==> config.mk <==
export PLATFORM = sky130hd
export DESIGN_NAME = hms_sequencer
export DESIGN_NICKNAME = d
export VERILOG_FILES = /design/src/design/hms_pkg.sv /design/src/design/hms_sequencer.sv
export SDC_FILE = /design/constraint.sdc
export NUM_CORES = 1
export LEC_CHECK = 0
export ABC_AREA = 0
export BUFFER_PORTS_ARGS = -buffer_cell sky130_fd_sc_hd__buf_2
export CORE_UTILIZATION = 50
export CTS_CLUSTER_SIZE = 28
export DETAILED_ROUTE_END_ITERATION = 12
export PLACE_DENSITY_LB_ADDON = 0.05
export RECOVER_POWER = 50
export SLEW_MARGIN = 10
export SYNTH_ARGS = -nofsm -noshare
export SYNTH_HDL_FRONTEND = slang
export SYNTH_SLANG_ARGS = --single-unit
==> constraint.sdc <==
create_clock -name CLK_SYS_I -period 4.77 [get_ports CLK_SYS_I]
set_clock_uncertainty 0.15 [all_clocks]
set_input_delay 0.954 -clock CLK_SYS_I [delete_from_list [all_inputs] [get_ports CLK_SYS_I]]
set_output_delay 0.954 -clock CLK_SYS_I [all_outputs]
set_load 0.02 [all_outputs]
==> src/design/hms_pkg.sv <==
package hms_pkg;
  // clock rate of the sequencer
  localparam int unsigned CLK_HZ = 200_000_000;
  // stage times, printed figures in their own units
  localparam int unsigned T_INIT_TYP_MS = 3;
  localparam int unsigned T_CFG_MIN_MS = 94;
  localparam int unsigned T_CONNECT_MAX_US = 10;
  localparam int unsigned T_RESET_MIN_US = 100;
  // derived cycle counts
  localparam int unsigned INIT_CYCLES = T_INIT_TYP_MS * (CLK_HZ / 1000);
  localparam int unsigned CFG_CYCLES = T_CFG_MIN_MS * (CLK_HZ / 1000);
  localparam int unsigned CONNECT_CYCLES = T_CONNECT_MAX_US * (CLK_HZ / 1_000_000);
  // axi register byte offsets
  localparam logic [7:0] ADDR_CTRL = 8'h00;
  localparam logic [7:0] ADDR_STATUS = 8'h04;
  // control register fields
  localparam int unsigned CTRL_CFG_HOLD = 0;
  localparam int unsigned CTRL_CONN_WAIT = 1;
  localparam int unsigned CTRL_CONN_GO = 2;
  // control reset value: hold low, connect wait low
  localparam logic [31:0] CTRL_RESET = 32'h0000_0000;
  // status register fields
  localparam int unsigned STAT_STAGE_LSB = 0;
  localparam int unsigned STAT_SEL_LSB = 4;
  localparam int unsigned STAT_SECONDARY = 6;
  localparam int unsigned STAT_PORT_OPEN = 7;
  // axi responses
  localparam logic [1:0] RESP_OKAY = 2'h0;
  localparam logic [1:0] RESP_SLVERR = 2'h2;
  // frequency codes, kHz
  localparam logic [15:0] FREQ_PRI_0 = 16'h9600;
  localparam logic [15:0] FREQ_PRI_1 = 16'h6590;
  localparam logic [15:0] FREQ_PRI_2 = 16'h4B00;
  localparam logic [15:0] FREQ_PRI_3 = 16'h2EE0;
  localparam logic [15:0] FREQ_SEC_0 = 16'h5DC0;
  localparam logic [15:0] FREQ_SEC_1 = 16'h6978;
  localparam logic [15:0] FREQ_SEC_2 = 16'h61A8;
  localparam logic [15:0] FREQ_SEC_3 = 16'hC350;
  // hub stages
  typedef enum logic [2:0] {
    ST_STANDBY = 3'b000,
    ST_INIT = 3'b001,
    ST_WAIT_CLOCK = 3'b010,
    ST_CONFIG = 3'b011,
    ST_CONNECT = 3'b100,
    ST_COMM = 3'b101
  } hms_stage_t;
endpackage

==> src/design/hms_sequencer.sv <==
// Behaviour
// - reset pin low standby, high hub
// - standby powers off regulators, pll, core
// - reset disables ports, clears registers, halts pll
// - init stage loads rom defaults
// - init enables regulator, latches select inputs
// - init ends after time, port closed
// - wait for pll lock, port closed
// - config stage accepts serial register writes
// - hold low means config timeout ends stage
// - hold high waits until host clears it
// - connect passes or waits for handshake
// - handshake connects within ten microseconds
// - comm stays until reset pin low
// - serial port unusable in comm stage
// - interrupt high picks primary frequencies
// - interrupt low picks secondary frequencies
//
// The implementer's own choices: the placing of the registers and the AXI4-Lite register port.
module hms_sequencer #(
  parameter int unsigned INIT_CYCLES = hms_pkg::INIT_CYCLES,
  parameter int unsigned CFG_CYCLES = hms_pkg::CFG_CYCLES,
  parameter logic CFG_HOLD_DEFAULT = 1'b0
) (
  // clock and reset
  input wire logic CLK_SYS_I,
  input wire logic RESETN_I,
  // hub pins
  input wire logic HUB_RESET_N_I,
  input wire logic PLL_LOCK_I,
  input wire logic [1:0] REF_SEL_I,
  input wire logic INT_N_I,
  // power and core controls
  output logic CORE_REG_EN_O,
  output logic PLL_EN_O,
  output logic CORE_RESET_O,
  output logic ROM_LOAD_O,
  output logic PORTS_EN_O,
  output logic SERIAL_PORT_OPEN_O,
  output logic [15:0] REF_FREQ_KHZ_O,
  output logic [2:0] STAGE_O,
  // axi4-lite write address
  input wire logic [7:0] S_AXI_AWADDR,
  input wire logic S_AXI_AWVALID,
  output logic S_AXI_AWREADY,
  // axi4-lite write data
  input wire logic [31:0] S_AXI_WDATA,
  input wire logic [3:0] S_AXI_WSTRB,
  input wire logic S_AXI_WVALID,
  output logic S_AXI_WREADY,
  // axi4-lite write response
  output logic [1:0] S_AXI_BRESP,
  output logic S_AXI_BVALID,
  input wire logic S_AXI_BREADY,
  // axi4-lite read address
  input wire logic [7:0] S_AXI_ARADDR,
  input wire logic S_AXI_ARVALID,
  output logic S_AXI_ARREADY,
  // axi4-lite read data
  output logic [31:0] S_AXI_RDATA,
  output logic [1:0] S_AXI_RRESP,
  output logic S_AXI_RVALID,
  input wire logic S_AXI_RREADY
);
  // pin synchronisers, first stage read only by second
  // a second flop gives metastability a full cycle to resolve
  logic [4:0] pin_meta_reg;
  logic [4:0] pin_sync_reg;
  logic hub_rst_n;
  logic pll_lock;
  logic [1:0] ref_sel;
  logic int_n;
  // stage state
  // cnt_reg counts down; zero ends a timed stage
  hms_pkg::hms_stage_t stage_reg;
  hms_pkg::hms_stage_t stage_next;
  logic [31:0] cnt_reg;
  logic cnt_zero;
  // control and latched strap state
  // secondary_reg set when the interrupt pin was low during init
  logic cfg_hold_reg;
  logic conn_wait_reg;
  logic conn_go_reg;
  logic [1:0] sel_reg;
  logic secondary_reg;
  // axi capture
  // address and data may arrive in either order
  logic aw_full_reg;
  logic w_full_reg;
  logic [7:0] aw_addr_reg;
  logic [31:0] w_data_reg;
  logic [3:0] w_strb_reg;
  logic do_write;
  logic port_open;
  logic [31:0] status_word;

  // control bits all sit in byte lane 0, so only that strobe matters
  // a write without lane 0 leaves the control bits alone
  function automatic logic ctrl_hit(input logic [7:0] addr, input logic [3:0] strb);
    ctrl_hit = (addr == hms_pkg::ADDR_CTRL) && strb[0];
  endfunction

  // synchronised pin levels
  // sync flops reset low, so the stage machine starts in standby
  assign hub_rst_n = pin_sync_reg[0];
  assign pll_lock = pin_sync_reg[1];
  assign ref_sel = pin_sync_reg[3:2];
  assign int_n = pin_sync_reg[4];

  // two-flop synchroniser for all pins
  // straps cross as loose bits; they are only used after init has run
  // for many cycles, so any skew between bits has settled long before
  always_ff @(posedge CLK_SYS_I or negedge RESETN_I) begin
    if (!RESETN_I) begin
      pin_meta_reg <= 5'h00;
      pin_sync_reg <= 5'h00;
    end else begin
      pin_meta_reg <= {INT_N_I, REF_SEL_I, PLL_LOCK_I, HUB_RESET_N_I};
      pin_sync_reg <= pin_meta_reg;
    end
  end

  // port is usable only in config and connect; closed in init, wait, comm
  // a closed port still answers every request, so a host never hangs
  assign port_open = (stage_reg == hms_pkg::ST_CONFIG) ||
                     (stage_reg == hms_pkg::ST_CONNECT);
  assign cnt_zero = (cnt_reg == 32'h0000_0000);

  // stage transitions
  always_comb begin
    stage_next = stage_reg;
    case (stage_reg)
      hms_pkg::ST_STANDBY: begin
        // only the synced reset pin is watched here
        if (hub_rst_n) stage_next = hms_pkg::ST_INIT;
      end
      hms_pkg::ST_INIT: begin
        // a clock already locked skips the wait stage entirely
        if (cnt_zero && pll_lock) stage_next = hms_pkg::ST_CONFIG;
        else if (cnt_zero) stage_next = hms_pkg::ST_WAIT_CLOCK;
      end
      hms_pkg::ST_WAIT_CLOCK: begin
        // no time limit: a missing reference clock parks the hub here
        if (pll_lock) stage_next = hms_pkg::ST_CONFIG;
      end
      hms_pkg::ST_CONFIG: begin
        // held config has no time limit
        if (!cfg_hold_reg && cnt_zero) stage_next = hms_pkg::ST_CONNECT;
      end
      hms_pkg::ST_CONNECT: begin
        // handshake is a level bit, acted on the cycle after the write
        if (!conn_wait_reg || conn_go_reg) stage_next = hms_pkg::ST_COMM;
      end
      // only the reset pin leaves comm, handled below
      hms_pkg::ST_COMM: stage_next = hms_pkg::ST_COMM;
      default: stage_next = hms_pkg::ST_STANDBY;
    endcase
    // reset pin beats every other transition
    if (!hub_rst_n) stage_next = hms_pkg::ST_STANDBY;
  end

  // stage register
  // binary codes double as the stage output and status encoding
  always_ff @(posedge CLK_SYS_I or negedge RESETN_I) begin
    if (!RESETN_I) stage_reg <= hms_pkg::ST_STANDBY;
    else stage_reg <= stage_next;
  end

  // stage timer, loaded on entry to timed stages
  // one counter serves init and config; the other stages are untimed
  // loading count minus one makes a stage last exactly count cycles
  // 32 bits hold the full config timeout at the system clock rate
  always_ff @(posedge CLK_SYS_I or negedge RESETN_I) begin
    if (!RESETN_I) begin
      cnt_reg <= 32'h0000_0000;
    end else if (stage_next != stage_reg) begin
      if (stage_next == hms_pkg::ST_INIT) cnt_reg <= INIT_CYCLES - 32'd1;
      else if (stage_next == hms_pkg::ST_CONFIG) cnt_reg <= CFG_CYCLES - 32'd1;
      else cnt_reg <= 32'h0000_0000;
    end else if (!cnt_zero) begin
      cnt_reg <= cnt_reg - 32'd1;
    end
  end

  // straps latched during init from synchronised pins
  // reloaded every init cycle, so the value at the end of init wins
  // limitation: a strap that moves after init is not seen until the next init stage
  always_ff @(posedge CLK_SYS_I or negedge RESETN_I) begin
    if (!RESETN_I) begin
      sel_reg <= 2'h0;
      secondary_reg <= 1'b0;
    end else if (stage_reg == hms_pkg::ST_INIT) begin
      sel_reg <= ref_sel;
      secondary_reg <= !int_n;
    end
  end

  // control bits; reset stage wipes them back to defaults
  // nothing survives standby, so the host rewrites after every reset
  // closed port ignores control writes, matching its slverr answer
  always_ff @(posedge CLK_SYS_I or negedge RESETN_I) begin
    if (!RESETN_I) begin
      cfg_hold_reg <= 1'b0;
      conn_wait_reg <= 1'b0;
      conn_go_reg <= 1'b0;
    end else if (stage_reg == hms_pkg::ST_STANDBY || stage_reg == hms_pkg::ST_INIT) begin
      cfg_hold_reg <= CFG_HOLD_DEFAULT;
      conn_wait_reg <= hms_pkg::CTRL_RESET[hms_pkg::CTRL_CONN_WAIT];
      conn_go_reg <= 1'b0;
    end else if (do_write && port_open && ctrl_hit(aw_addr_reg, w_strb_reg)) begin
      cfg_hold_reg <= w_data_reg[hms_pkg::CTRL_CFG_HOLD];
      conn_wait_reg <= w_data_reg[hms_pkg::CTRL_CONN_WAIT];
      conn_go_reg <= w_data_reg[hms_pkg::CTRL_CONN_GO];
    end
  end

  // power and core outputs follow stage
  // fed from stage_next so each output lines up with the stage register
  // trade-off: decode sits in front of the flops, not behind them
  always_ff @(posedge CLK_SYS_I or negedge RESETN_I) begin
    if (!RESETN_I) begin
      CORE_REG_EN_O <= 1'b0;
      PLL_EN_O <= 1'b0;
      CORE_RESET_O <= 1'b1;
      ROM_LOAD_O <= 1'b0;
      PORTS_EN_O <= 1'b0;
    end else begin
      CORE_REG_EN_O <= stage_next != hms_pkg::ST_STANDBY;
      PLL_EN_O <= stage_next != hms_pkg::ST_STANDBY;
      CORE_RESET_O <= stage_next == hms_pkg::ST_STANDBY;
      ROM_LOAD_O <= stage_next == hms_pkg::ST_INIT;
      PORTS_EN_O <= stage_next == hms_pkg::ST_COMM;
    end
  end

  // frequency lookup from latched straps
  // registered so the output never glitches while straps are relatched
  always_ff @(posedge CLK_SYS_I or negedge RESETN_I) begin
    if (!RESETN_I) begin
      REF_FREQ_KHZ_O <= 16'h0000;
    end else if (!secondary_reg) begin
      case (sel_reg)
        2'h0: REF_FREQ_KHZ_O <= hms_pkg::FREQ_PRI_0;
        2'h1: REF_FREQ_KHZ_O <= hms_pkg::FREQ_PRI_1;
        2'h2: REF_FREQ_KHZ_O <= hms_pkg::FREQ_PRI_2;
        default: REF_FREQ_KHZ_O <= hms_pkg::FREQ_PRI_3;
      endcase
    end else begin
      case (sel_reg)
        2'h0: REF_FREQ_KHZ_O <= hms_pkg::FREQ_SEC_0;
        2'h1: REF_FREQ_KHZ_O <= hms_pkg::FREQ_SEC_1;
        2'h2: REF_FREQ_KHZ_O <= hms_pkg::FREQ_SEC_2;
        default: REF_FREQ_KHZ_O <= hms_pkg::FREQ_SEC_3;
      endcase
    end
  end

  assign STAGE_O = stage_reg;
  assign SERIAL_PORT_OPEN_O = port_open;

  // axi write: address and data taken in either order, then response
  // each channel holds one item; a second one waits on ready
  assign S_AXI_AWREADY = !aw_full_reg && !S_AXI_BVALID;
  assign S_AXI_WREADY = !w_full_reg && !S_AXI_BVALID;
  assign do_write = aw_full_reg && w_full_reg && !S_AXI_BVALID;

  // write capture
  // set and clear never meet: ready is low while an item is held
  always_ff @(posedge CLK_SYS_I or negedge RESETN_I) begin
    if (!RESETN_I) begin
      aw_full_reg <= 1'b0;
      w_full_reg <= 1'b0;
      aw_addr_reg <= 8'h00;
      w_data_reg <= 32'h0000_0000;
      w_strb_reg <= 4'h0;
    end else begin
      if (S_AXI_AWVALID && S_AXI_AWREADY) begin
        aw_full_reg <= 1'b1;
        aw_addr_reg <= S_AXI_AWADDR;
      end else if (do_write) begin
        aw_full_reg <= 1'b0;
      end
      if (S_AXI_WVALID && S_AXI_WREADY) begin
        w_full_reg <= 1'b1;
        w_data_reg <= S_AXI_WDATA;
        w_strb_reg <= S_AXI_WSTRB;
      end else if (do_write) begin
        w_full_reg <= 1'b0;
      end
    end
  end

  // write response; closed port or unmapped address gives slverr
  // status is read only; a write to it is dropped and answered okay
  always_ff @(posedge CLK_SYS_I or negedge RESETN_I) begin
    if (!RESETN_I) begin
      S_AXI_BVALID <= 1'b0;
      S_AXI_BRESP <= hms_pkg::RESP_OKAY;
    end else if (do_write) begin
      S_AXI_BVALID <= 1'b1;
      if (port_open && aw_addr_reg == hms_pkg::ADDR_CTRL)
        S_AXI_BRESP <= hms_pkg::RESP_OKAY;
      else if (aw_addr_reg == hms_pkg::ADDR_STATUS) S_AXI_BRESP <= hms_pkg::RESP_OKAY;
      else S_AXI_BRESP <= hms_pkg::RESP_SLVERR;
    end else if (S_AXI_BREADY) begin
      S_AXI_BVALID <= 1'b0;
    end
  end

  // status word shows live stage and latched straps
  // unused bits read zero
  always_comb begin
    status_word = 32'h0000_0000;
    status_word[hms_pkg::STAT_STAGE_LSB +: 3] = stage_reg;
    status_word[hms_pkg::STAT_SEL_LSB +: 2] = sel_reg;
    status_word[hms_pkg::STAT_SECONDARY] = secondary_reg;
    status_word[hms_pkg::STAT_PORT_OPEN] = port_open;
  end

  // one read at a time: address refused while the answer stands
  assign S_AXI_ARREADY = !S_AXI_RVALID;

  // read channel; status always readable so software can watch stages
  // unmapped reads give slverr with zero data
  always_ff @(posedge CLK_SYS_I or negedge RESETN_I) begin
    if (!RESETN_I) begin
      S_AXI_RVALID <= 1'b0;
      S_AXI_RDATA <= 32'h0000_0000;
      S_AXI_RRESP <= hms_pkg::RESP_OKAY;
    end else if (S_AXI_ARVALID && S_AXI_ARREADY) begin
      S_AXI_RVALID <= 1'b1;
      S_AXI_RRESP <= hms_pkg::RESP_OKAY;
      case (S_AXI_ARADDR)
        hms_pkg::ADDR_CTRL: S_AXI_RDATA <= {29'h0, conn_go_reg, conn_wait_reg, cfg_hold_reg};
        hms_pkg::ADDR_STATUS: S_AXI_RDATA <= status_word;
        default: begin
          S_AXI_RDATA <= 32'h0000_0000;
          S_AXI_RRESP <= hms_pkg::RESP_SLVERR;
        end
      endcase
    end else if (S_AXI_RREADY) begin
      S_AXI_RVALID <= 1'b0;
    end
  end
endmodule // hms_sequencer

==> flow_metrics.py, run 1 <==
metrics = {
    "outcome": {
        "status": "complete, but fails checks",
        "violations": "capacitance limit, slew limit",
    },
    "die": {
        "die_height_um": 95.99,
        "coreArea_mm2": 0.008382,
        "dieArea_mm2": 0.009213,
        "initial_core_util_pct": 52.69,
        "io_pins": 130,
        "std_cell_rows": 33,
        "die_w_um": 95.99,
    },
    "layout": {
        "final_nets": 564,
        "final_area_mm2": 0.004937,
        "diodes": 0,
        "final_cell_mix": "91 x dfrtp_1, 66 x buf_2, 45 x nor2_1, 30 x conb_1, 27 x o21ai_0",
        "utilization_pct": 58.90,
        "drive_above_1_share_pct": 21.24,
        "area_growth_pct": 11.78,
        "largest_reg_flops": 32,
        "final_common_cell": "dfrtp_1",
    },
    "route": {
        "drtAntennaViolNets": 0,
        "drt_iter0_markers": 93,
        "dr.pass1.iters": 5,
        "vias_per_cell": 5.190,
        "routed-via-count": 3135,
        "wirelength_um": 8247,
        "wl_per_cell_um": 13.65,
        "drc": 0,
    },
    "critical_path": {
        "reg2regPathDepth": 7,
        "critPathBufInv": 2,
        "worst_setup_path_start_kind": "input pin",
        "rrSetupSlack_ns": 1.43,
        "crit_required_ns": 5.08,
        "worstPathCellList": "clkbuf_1 -> buf_4",
        "reg2reg_to": "cnt_reg[2]",
        "worstSetupPathType": "in -> async",
        "slowest_stage": "clkbuf_1",
        "crit_fanout": 53,
        "r2r-start": "cnt_reg[2]",
        "max_stage_delay_ns": 1.96,
        "crit_family": "buffers and inverters",
        "crit_arrival_ns": 3.65,
        "endpoint_kind": "async pin",
    },
    "hold_path": {
        "hold_class": "reg -> reg",
        "hold_path_startpoint": "pin_meta_reg[2]",
        "hold_depth": 0,
        "min_to": "pin_sync_reg[2]",
    },
    "cts": {
        "cts.root.buffer_cell": "clkbuf_8",
        "ctsResizeCount": 0,
        "clock_sinks": 92,
        "cts_buffer_depth": 2,
        "clock_latency_ns": 0.35,
        "hold_buffers": 0,
        "h-tree-depth": 3,
        "clk_pin_slew_ns": 0.09,
        "postCtsSetupBuffers": 0,
        "cts_tree": "done",
        "numCtsBuffers": 9,
    },
    "synth": {
        "synth_top_area_share_pct": 51.56,
        "syn_area_mm2": 0.004417,
        "ys_ff_latch": 92,
        "yosys_warnings": 0,
        "yosysTopAreaCell": "dfrtp_1",
        "synth_edf_count": 0,
        "async_flop_share_pct": 100.0,
        "ys_types": 54,
        "synthCells": 428,
        "yosysSeqAreaShare_pct": 52.15,
        "syn_area_per_cell_um2": 10.32,
        "synth_ff_type": "dfrtp_1",
        "synth.top_cells.by_area": "dfrtp_1 52%, buf_4 5.4%, nor2_1 3.8%",
    },
    "timing": {
        "max_freq_ghz": 0.2993,
        "finalWorstSetupSlack_ns": 1.428,
        "maxSlewHeadroom_pct": -87.90,
        "period_share_pct": 70.05,
        "fin_tns_setup_ns": 0,
        "finalSetupViolations": 0,
        "tightest_slew_ns": 2.819,
        "post-route-min-period_ns": 3.342,
        "hold_violations": 0,
        "rsz0062_at_grt": "no",
        "slew_violations": 54,
    },
    "placement": {
        "place_area_mm2": 0.004710,
        "gp_congestion": 0.7730,
        "port_buffers": 67,
        "place_hpwl_um": 5903,
        "place_ws_ns": 1.469,
    },
    "grt": {
        "first_global_vias": 2913,
        "grt_pass1_wl_um": 14050,
        "grtUsageTotal_pct": 20.30,
        "grt_max_degree": 54,
        "antenna_found_initial": 0,
        "grt_overflow_total": 0,
    },
    "power": {
        "power_leakage_nw": 2.326,
        "vdd_drop_max_v": 0.0002440,
        "powerDensity_mw_per_mm2": 399.5,
    },
    "run": {
        "drv_cap": 1,
    },
}
-- per-layer routing --
| metal | up-vias | track usage, % | part of all wire, % |
|---|---|---|---|
| met4 | 0 | 8.209 | 1.2 |
| met5 | - | 0 | 0 |
| met3 | 10 | 3.633 | 4.1 |
| met2 | 89 | 32.68 | 47 |
| li1 | 1535 | - | - |
| met1 | 1501 | 27.14 | 47 |
-- worst max-delay path by stage --
| stage | start | slack [ns] | to | cells past startpoint |
|---|---|---|---|---|
| global route | RESETN_I | 0.79 | pin_meta_reg[3] | 2 |
| finish | RESETN_I | 1.43 | CORE_RESET_O | 2 |
| global placement | cnt_reg[2] | 1.58 | cnt_reg[19] | 7 |
| floorplan | cnt_reg[24] | 1.79 | cnt_reg[11] | 9 |
| CTS | cnt_reg[2] | 1.39 | cnt_reg[4] | 7 |
| detailed placement | cnt_reg[2] | 1.47 | cnt_reg[4] | 7 |
-- layout make-up --
cell class / count / area (um^2)
inverter: 19 / 71.32
clock buffer: 10 / 137.6
clock inverter: 6 / 93.84
tap: 105 / 131.4
timing repair buffer: 69 / 349.1
sequential: 92 / 2303
multi-input combinational: 303 / 1851
fill: 744 / 3445
-- logic make-up (layout without fill, tap and decap cells) --
family | after synthesis | count (layout) | share of synthesized area (%)
simple gates | 145 | 145 | 16.91
flops | 92 | 92 | 52.15
compound gates | 73 | 73 | 9.972
buf+inv | 62 | 104 | 8.413
xor+xnor | 25 | 25 | 4.958
mux | 23 | 23 | 5.581
fa+ha+maj | 7 | 7 | 1.926
other cells | 1 | 30 | 0.08490
-- where the power goes --
part           switching, mW  leakage [nW]  internal [mW]
combinational          0.233          1.07          0.167
sequential            0.0823          1.15          0.898
clock                  0.278         0.113          0.314
total                  0.594          2.33           1.38
-- cells in the mapped netlist, drive strengths merged (11+ instances only) --
library cell / count
a21oi: 22
nor2: 45
inv: 19
buf: 38
mux2: 13
xnor2: 13
nand3: 11
xor2: 12
nand2: 28
dfrtp: 91
o21ai: 27
nor3: 16
-- stage by stage --
stage | hold slack (ns) | power (mW) | instances
global route | 0.2110 | 2.089 | 604
finish | 0.2011 | 1.972 | 604
floorplan | 0.1812 | 1.294 | 457
detailed placement | 0.1856 | 1.399 | 588
global placement | 0.1827 | 1.383 | 588
CTS | 0.2019 | 1.997 | 604
No activity file was read; power rests on OpenSTA's default activity.
==> run 2, diff against run 1 <==
--- a/config.mk
+++ b/config.mk
@@ -5,7 +5,7 @@
 export SDC_FILE = /design/constraint.sdc
 export NUM_CORES = 1
 export LEC_CHECK = 0
-export ABC_AREA = 0
+export ABC_AREA = 1
 export BUFFER_PORTS_ARGS = -buffer_cell sky130_fd_sc_hd__buf_2
 export CORE_UTILIZATION = 50
 export CTS_CLUSTER_SIZE = 28
==> constraint.sdc (replaced) <==
create_clock -name CLK_SYS_I -period 3.3 [get_ports CLK_SYS_I]
set_clock_uncertainty 0.15 [all_clocks]
set_input_delay 0.66 -clock CLK_SYS_I [delete_from_list [all_inputs] [get_ports CLK_SYS_I]]
set_output_delay 0.66 -clock CLK_SYS_I [all_outputs]
set_load 0.02 [all_outputs]
==> run 2 against run 1 <==
Net effect:
- the run now ends clean
- sequential share of layout area down 1.4 points
- critical path depth up 14
- flip-flop and latch count unchanged
- register-to-register slack worse by 0.87 ns
- highest routed layer unchanged
- first-iteration DRC count up 97%
- clock power up 22%
- non-clock buffer count up 4
- critical endpoint is now cnt_reg[0]
- synthesized area up 3.4%
- global-route usage about the same
- cell area up 3.1%
==> flow_metrics.py, run 2 <==
metrics = {
    "outcome": {
        "status": "complete, no violations",
    },
    "die": {
        "initial_core_util_pct": 52.11,
        "coreArea_mm2": 0.008763,
        "die_height_um": 97.57,
        "dieArea_mm2": 0.009520,
        "std_cell_rows": 34,
        "die_w_um": 97.57,
        "io_pins": 130,
    },
    "critical_path": {
        "worstSetupPathType": "reg -> reg",
        "reg2reg_to": "cnt_reg[0]",
        "cpMostUsedCell": "nand2_1",
        "reg2regPathDepth": 16,
        "max_stage_delay_ns": 0.39,
        "worst_setup_path_start_kind": "flip-flop",
        "crit_arrival_ns": 2.85,
        "crit_fanout": 22,
        "crit_required_ns": 3.40,
        "slowest_stage": "dfrtp_1",
        "endpoint_kind": "flip-flop",
        "rrSetupSlack_ns": 0.56,
        "worstPathCellList": "inv_1 -> ha_1 -> nand2_1 -> nor2_1 -> nand2_1 -> nor2_4 -> nand2_1 -> nand2_1 -> nand3_1 -> nand2_1 -> nand2_1 -> nand2_2 -> buf_4 -> nand4_1 -> nand2_1 -> nand2_1",
        "r2r-start": "cnt_reg[0]",
    },
    "hold_path": {
        "hold_path_startpoint": "pin_meta_reg[1]",
        "hold_class": "reg -> reg",
        "hold_depth": 0,
        "min_to": "pin_sync_reg[1]",
    },
    "synth": {
        "syn_area_mm2": 0.004567,
        "synthTopCellsByCount": "91 x dfrtp_1, 82 x nand2_1, 63 x nor2_1",
        "syn_area_per_cell_um2": 9.170,
        "async_flop_share_pct": 100.0,
        "ys_ff_latch": 92,
        "yosysMostFrequentCell": "dfrtp_1",
        "yosysTopAreaCell": "dfrtp_1",
        "synthCells": 498,
        "synth_edf_count": 0,
        "synth_top_area_share_pct": 49.86,
        "synth_ff_type": "dfrtp_1",
        "synth.top_cells.by_area": "dfrtp_1 50%, nand2_1 6.7%, buf_4 5.4%",
        "ys_types": 42,
        "yosysSeqAreaShare_pct": 50.44,
        "yosys_warnings": 0,
    },
    "power": {
        "pwr-share-comb_pct": 21.1,
        "swShare_pct": 31.87,
        "pwr-share-seq_pct": 51.6,
        "power_leakage_nw": 2.584,
        "powerDensity_mw_per_mm2": 521.5,
        "p_int_mw": 1.808,
        "p_clk_share_pct": 27.3,
        "vdd_drop_max_v": 0.0003512,
        "p_switching_mw": 0.8457,
    },
    "layout": {
        "final_cell_mix": "91 x dfrtp_1, 82 x nand2_1, 66 x buf_2, 63 x nor2_1, 37 x inv_1",
        "largest_reg_flops": 32,
        "drive_above_1_share_pct": 21.91,
        "area_growth_pct": 11.42,
        "final_nets": 640,
        "instances_no_fill": 683,
        "final_common_cell": "dfrtp_1",
        "fillers": 821,
        "diodes": 0,
    },
    "placement": {
        "place_hpwl_um": 6595,
        "gp_congestion": 0.8199,
        "port_buffers": 67,
        "dpl.cell_count": 667,
    },
    "route": {
        "drtAntennaViolNets": 0,
        "wl_per_cell_um": 13.10,
        "dr.pass1.iters": 4,
        "routed-via-count": 3442,
        "wirelength_um": 8948,
        "vias_per_cell": 5.040,
        "drc": 0,
        "drt_iter0_markers": 183,
    },
    "cts": {
        "ctsResizeCount": 0,
        "clk_pin_slew_ns": 0.09,
        "h-tree-depth": 3,
        "hold_buffers": 0,
        "cts.root.buffer_cell": "clkbuf_8",
        "clock_sinks": 92,
        "postCtsSetupBuffers": 0,
        "numCtsBuffers": 9,
        "clock_latency_ns": 0.36,
        "cts_buffer_depth": 2,
        "cts_tree": "done",
    },
    "grt": {
        "grt_max_degree": 59,
        "grt_pass1_wl_um": 15490,
        "grt_overflow_total": 0,
        "antenna_found_initial": 0,
        "grtUsageTotal_pct": 20.34,
        "first_global_vias": 3231,
    },
    "run": {
        "drv_cap": 0,
    },
    "timing": {
        "finalSetupViolations": 0,
        "slew_violations": 0,
        "tightest_slew_ns": 1.378,
        "maxSlewHeadroom_pct": 8.102,
        "hold_violations": 0,
        "period_share_pct": 83.16,
        "max_freq_ghz": 0.3644,
        "post-route-min-period_ns": 2.744,
        "rsz0062_at_grt": "no",
        "fin_tns_setup_ns": 0,
    },
}
run 2: layer usage:
metal | vias up | GRT usage, % | share of wire, %
met2 | 79 | 31.95 | 49
met5 | - | 0 | 0
li1 | 1720 | - | -
met3 | 5 | 3.022 | 4.2
met4 | 0 | 6.900 | 0.50
met1 | 1638 | 28.90 | 47
run 2: worst max-delay path, delay by kind of cell (launching register included):
family / cells / cell delay [ns]
and+or+nand+nor: 13 / 1.42
buffers and inverters: 2 / 0.42
adders and majority gates: 1 / 0.25
DFF: 1 / 0.39
run 2: power groups by stage:
| stage | registers [mW] | logic [mW] | clock network [mW] |
|---|---|---|---|
| 5_1_grt | 1.39 | 0.635 | 0.804 |
| 2_1_floorplan | 1.42 | 0.399 | 0 |
| 3_3_place_gp | 1.39 | 0.553 | 0 |
| 6_report | 1.37 | 0.560 | 0.724 |
| 3_5_place_dp | 1.40 | 0.568 | 0 |
| 4_1_cts | 1.37 | 0.571 | 0.747 |
run 2: through the flow:
| step | instance area [um^2] | hold slack, ns | util, % | total power, mW | setup slack [ns] |
|---|---|---|---|---|---|
| 2_1_floorplan | 4676 | 0.1812 | - | 1.815 | 1.046 |
| 3_3_place_gp | 4913 | 0.1816 | 56.07 | 1.941 | 0.6335 |
| 3_5_place_dp | 4913 | 0.1856 | 56.07 | 1.963 | 0.5771 |
| 4_1_cts | 5106 | 0.2058 | 58.27 | 2.691 | 0.5392 |
| 5_1_grt | 5089 | 0.2094 | 58.07 | 2.830 | 0.2505 |
| 6_report | 5089 | 0.2034 | 58.07 | 2.654 | 0.5558 |
run 2: cell type report:
| type | instances | area [um^2] | share of cell area, % |
|---|---|---|---|
| Inverter | 39 | 146.4 | 2.877 |
| Sequential cell | 92 | 2303 | 45.27 |
| Clock buffer | 10 | 137.6 | 2.705 |
| Timing Repair Buffer | 73 | 377.9 | 7.426 |
| Clock inverter | 6 | 55.05 | 1.082 |
| Tap cell | 108 | 135.1 | 2.656 |
| Multi-Input combinational cell | 355 | 1933 | 37.99 |
run 2: how the worst max path moves through the flow:
stage,from,end,slack [ns],depth (start not counted)
final,cnt_reg[0],cnt_reg[0],0.56,16
after CTS,cnt_reg[0],cnt_reg[0],0.54,16
after floorplan,cnt_reg[0],cnt_reg[12],1.05,16
after global routing,cnt_reg[0],cnt_reg[0],0.25,17
after detailed placement,cnt_reg[0],cnt_reg[0],0.58,16
after global placement,cnt_reg[0],cnt_reg[0],0.63,16
run 2: cells by family after synthesis:
| family | synth area share, % |
|---|---|
| AND/OR/NAND/NOR | 23.40 |
| adder cells (fa/ha/maj) | 1.644 |
| buffers and inverters | 9.616 |
| other | 0.08211 |
| AO/OA/AOI/OAI | 6.548 |
| flip-flops | 50.44 |
| XOR/XNOR | 5.562 |
| multiplexers | 2.712 |
==> run 3, diff against run 2 <==
--- a/config.mk
+++ b/config.mk
@@ -7,7 +7,7 @@
 export LEC_CHECK = 0
 export ABC_AREA = 1
 export BUFFER_PORTS_ARGS = -buffer_cell sky130_fd_sc_hd__buf_2
-export CORE_UTILIZATION = 50
+export CORE_UTILIZATION = 47
 export CTS_CLUSTER_SIZE = 28
 export DETAILED_ROUTE_END_ITERATION = 12
 export PLACE_DENSITY_LB_ADDON = 0.05
==> constraint.sdc (replaced) <==
create_clock -name CLK_SYS_I -period 2.23 [get_ports CLK_SYS_I]
set_clock_uncertainty 0.15 [all_clocks]
set_input_delay 0.446 -clock CLK_SYS_I [delete_from_list [all_inputs] [get_ports CLK_SYS_I]]
set_output_delay 0.446 -clock CLK_SYS_I [all_outputs]
set_load 0.02 [all_outputs]
==> run 3 against run 2 <==
Net effect:
- the run now ends with setup timing left
- flip-flop and latch count did not move
- total power rose by 62%
- count of clock-buffer cells in the layout did not move
- maximum frequency rose by 16%
- utilization rose by 9.9 points
- die area rose by 6.3%
- cell count rose by 18%
- sequential share of layout area fell by 8.9 points
==> flow_metrics.py, run 3 (synthesis results as in run 2) <==
metrics = {
    "cts": {
        "cts_buffer_depth": 2,
        "clock_sinks": 92,
        "cts_tree": "done",
        "clock_latency_ns": 0.36,
        "h-tree-depth": 3,
        "numCtsBuffers": 9,
        "cts.root.buffer_cell": "clkbuf_8",
        "clk_pin_slew_ns": 0.10,
    },
    "layout": {
        "diodes": 0,
        "final_nets": 743,
        "fillers": 771,
        "drive_above_1_share_pct": 41.74,
        "utilization_pct": 67.95,
        "area_growth_pct": 38.79,
        "final_common_cell": "dfrtp_1",
        "largest_reg_flops": 32,
        "final_area_mm2": 0.006339,
        "final_cell_mix": "89 x dfrtp_1, 86 x buf_4, 68 x nand2_1, 67 x buf_2, 44 x nor2_1",
    },
    "timing": {
        "max_freq_ghz": 0.4211,
        "finalWorstSetupSlack_ns": -0.1447,
        "period_share_pct": 106.5,
        "tightest_slew_ns": 0.6781,
        "post-route-min-period_ns": 2.375,
        "finalSetupViolations": 32,
        "maxSlewHeadroom_pct": 54.79,
        "hold_violations": 0,
        "rsz0062_at_grt": "yes",
        "slew_violations": 0,
    },
    "die": {
        "std_cell_rows": 35,
        "dieArea_mm2": 0.01012,
        "die_height_um": 100.6,
        "die_w_um": 100.6,
        "io_pins": 130,
        "coreArea_mm2": 0.009328,
        "initial_core_util_pct": 48.96,
    },
    "run": {
        "drv_cap": 0,
    },
    "grt": {
        "busiest_layer": "met2",
        "grtUsageMet2_pct": 37.83,
        "grtUsageTotal_pct": 21.91,
        "grtUsageMet1_pct": 28.91,
        "grt_util_met3_pct": 2.913,
        "grt_max_degree": 36,
        "antenna_found_initial": 0,
        "first_global_vias": 3785,
        "grt_pass1_wl_um": 17400,
        "grt_overflow_total": 0,
    },
    "power": {
        "powerDensity_mw_per_mm2": 679.6,
        "power_leakage_nw": 3.191,
        "vdd_drop_max_v": 0.0006420,
        "p_total_mw": 4.307,
    },
    "critical_path": {
        "worstSetupPathType": "reg -> reg",
        "slowest_stage": "dfrtp_1",
        "cpMostUsedCell": "nand2_2",
        "crit_fanout": 7,
        "endpoint_kind": "flip-flop",
        "crit_arrival_ns": 2.51,
        "worst_setup_path_start_kind": "flip-flop",
        "max_stage_delay_ns": 0.40,
        "crit_required_ns": 2.37,
        "worstPathCellList": "nor2_2 -> nand2_2 -> nor2_2 -> nand2_2 -> nor2_4 -> nand2_1 -> nand2_2 -> nand2_2 -> nand2_2 -> nand2_2 -> nand2_4 -> nand3_4 -> buf_12 -> buf_12 -> buf_12 -> nor2_1",
    },
    "route": {
        "routed-via-count": 3873,
        "dr.pass1.iters": 4,
        "drc": 0,
        "drtAntennaViolNets": 0,
        "drt_iter0_markers": 120,
        "vias_per_cell": 4.799,
        "wl_per_cell_um": 12.98,
        "wirelength_um": 10480,
    },
    "placement": {
        "place_ws_ns": -0.1923,
        "gp_congestion": 0.8006,
        "place_area_mm2": 0.005693,
        "port_buffers": 67,
        "place_hpwl_um": 7370,
    },
    "hold_path": {
        "hold_class": "in -> reg",
    },
    "outcome": {
        "violations": "setup timing",
        "status": "complete, but fails checks",
    },
}
[run 3: cell count changes in the layout (fill, tap and decap cells not counted), moves of 10 or more]
cell     change
nand2_1     -14
a21oi_1     -12
buf_4       +81
nor2_2      +15
a21oi_2     +11
nor2_1      -19
buf_12      +10
[run 3: power breakdown]
group | leakage [nW] | switching [mW] | internal, mW
registers | 1.15 | 0.125 | 1.90
clock network | 0.110 | 0.637 | 0.574
logic | 1.93 | 0.591 | 0.486
total | 3.19 | 1.35 | 2.96
[run 3: per-layer routing]
layer / vias to the layer above / routed length [um]
li1: 1924 / -
met1: 1855 / 4868
met2: 87 / 5167
met3: 7 / 320
met4: 0 / 121
met5: - / 0
[run 3: through the flow]
stage,std cells,setup TNS (ns),hold slack (ns)
5_1_grt,807,-6.978,0.01576
3_5_place_dp,775,-4.454,0.1872
4_1_cts,806,-1.033,0.01925
3_3_place_gp,775,-3.046,0.1829
2_1_floorplan,527,0,0.0004089
6_report,807,-3.147,0.04194
[run 3: final cells by class]
type / count / area [um^2] / share of cell area (%)
Sequential cell: 92 / 2306 / 36.38
Multi-Input combinational cell: 358 / 2226 / 35.12
Clock inverter: 6 / 76.32 / 1.204
Inverter: 39 / 146.4 / 2.310
Clock buffer: 10 / 137.6 / 2.171
Tap cell: 129 / 161.4 / 2.546
Timing Repair Buffer: 173 / 1285 / 20.27
[run 3: final timing paths]
kind | from | endpoint | slack [ns] | depth (start not counted)
max in group asynchronous | RESETN_I | aw_addr_reg[7] | 0.33 | 3
setup reg to reg | cnt_reg[22] | cnt_reg[26] | -0.14 | 16
hold reg to reg | pin_meta_reg[3] | pin_sync_reg[3] | 0.21 | 0
setup / recovery | cnt_reg[22] | cnt_reg[26] | -0.14 | 16
min in group asynchronous | RESETN_I | pin_sync_reg[4] | 0.51 | 2
hold / removal | INT_N_I | pin_meta_reg[4] | 0.04 | 1
[run 3: repair_timing]
item,CTS,global route
pin swaps,16,23
resized for setup,39,43
setup buffers,11,2
setup endpoints to repair,33,35
cloned,3,1
hold buffers,1,0
hold endpoints to repair,27,0
[run 3: worst max-delay path, delay by kind of cell (launching register included)]
kind	cells	cell delay, ns
flip-flops	1	0.40
AND/OR/NAND/NOR	13	1.34
buffers and inverters	3	0.42
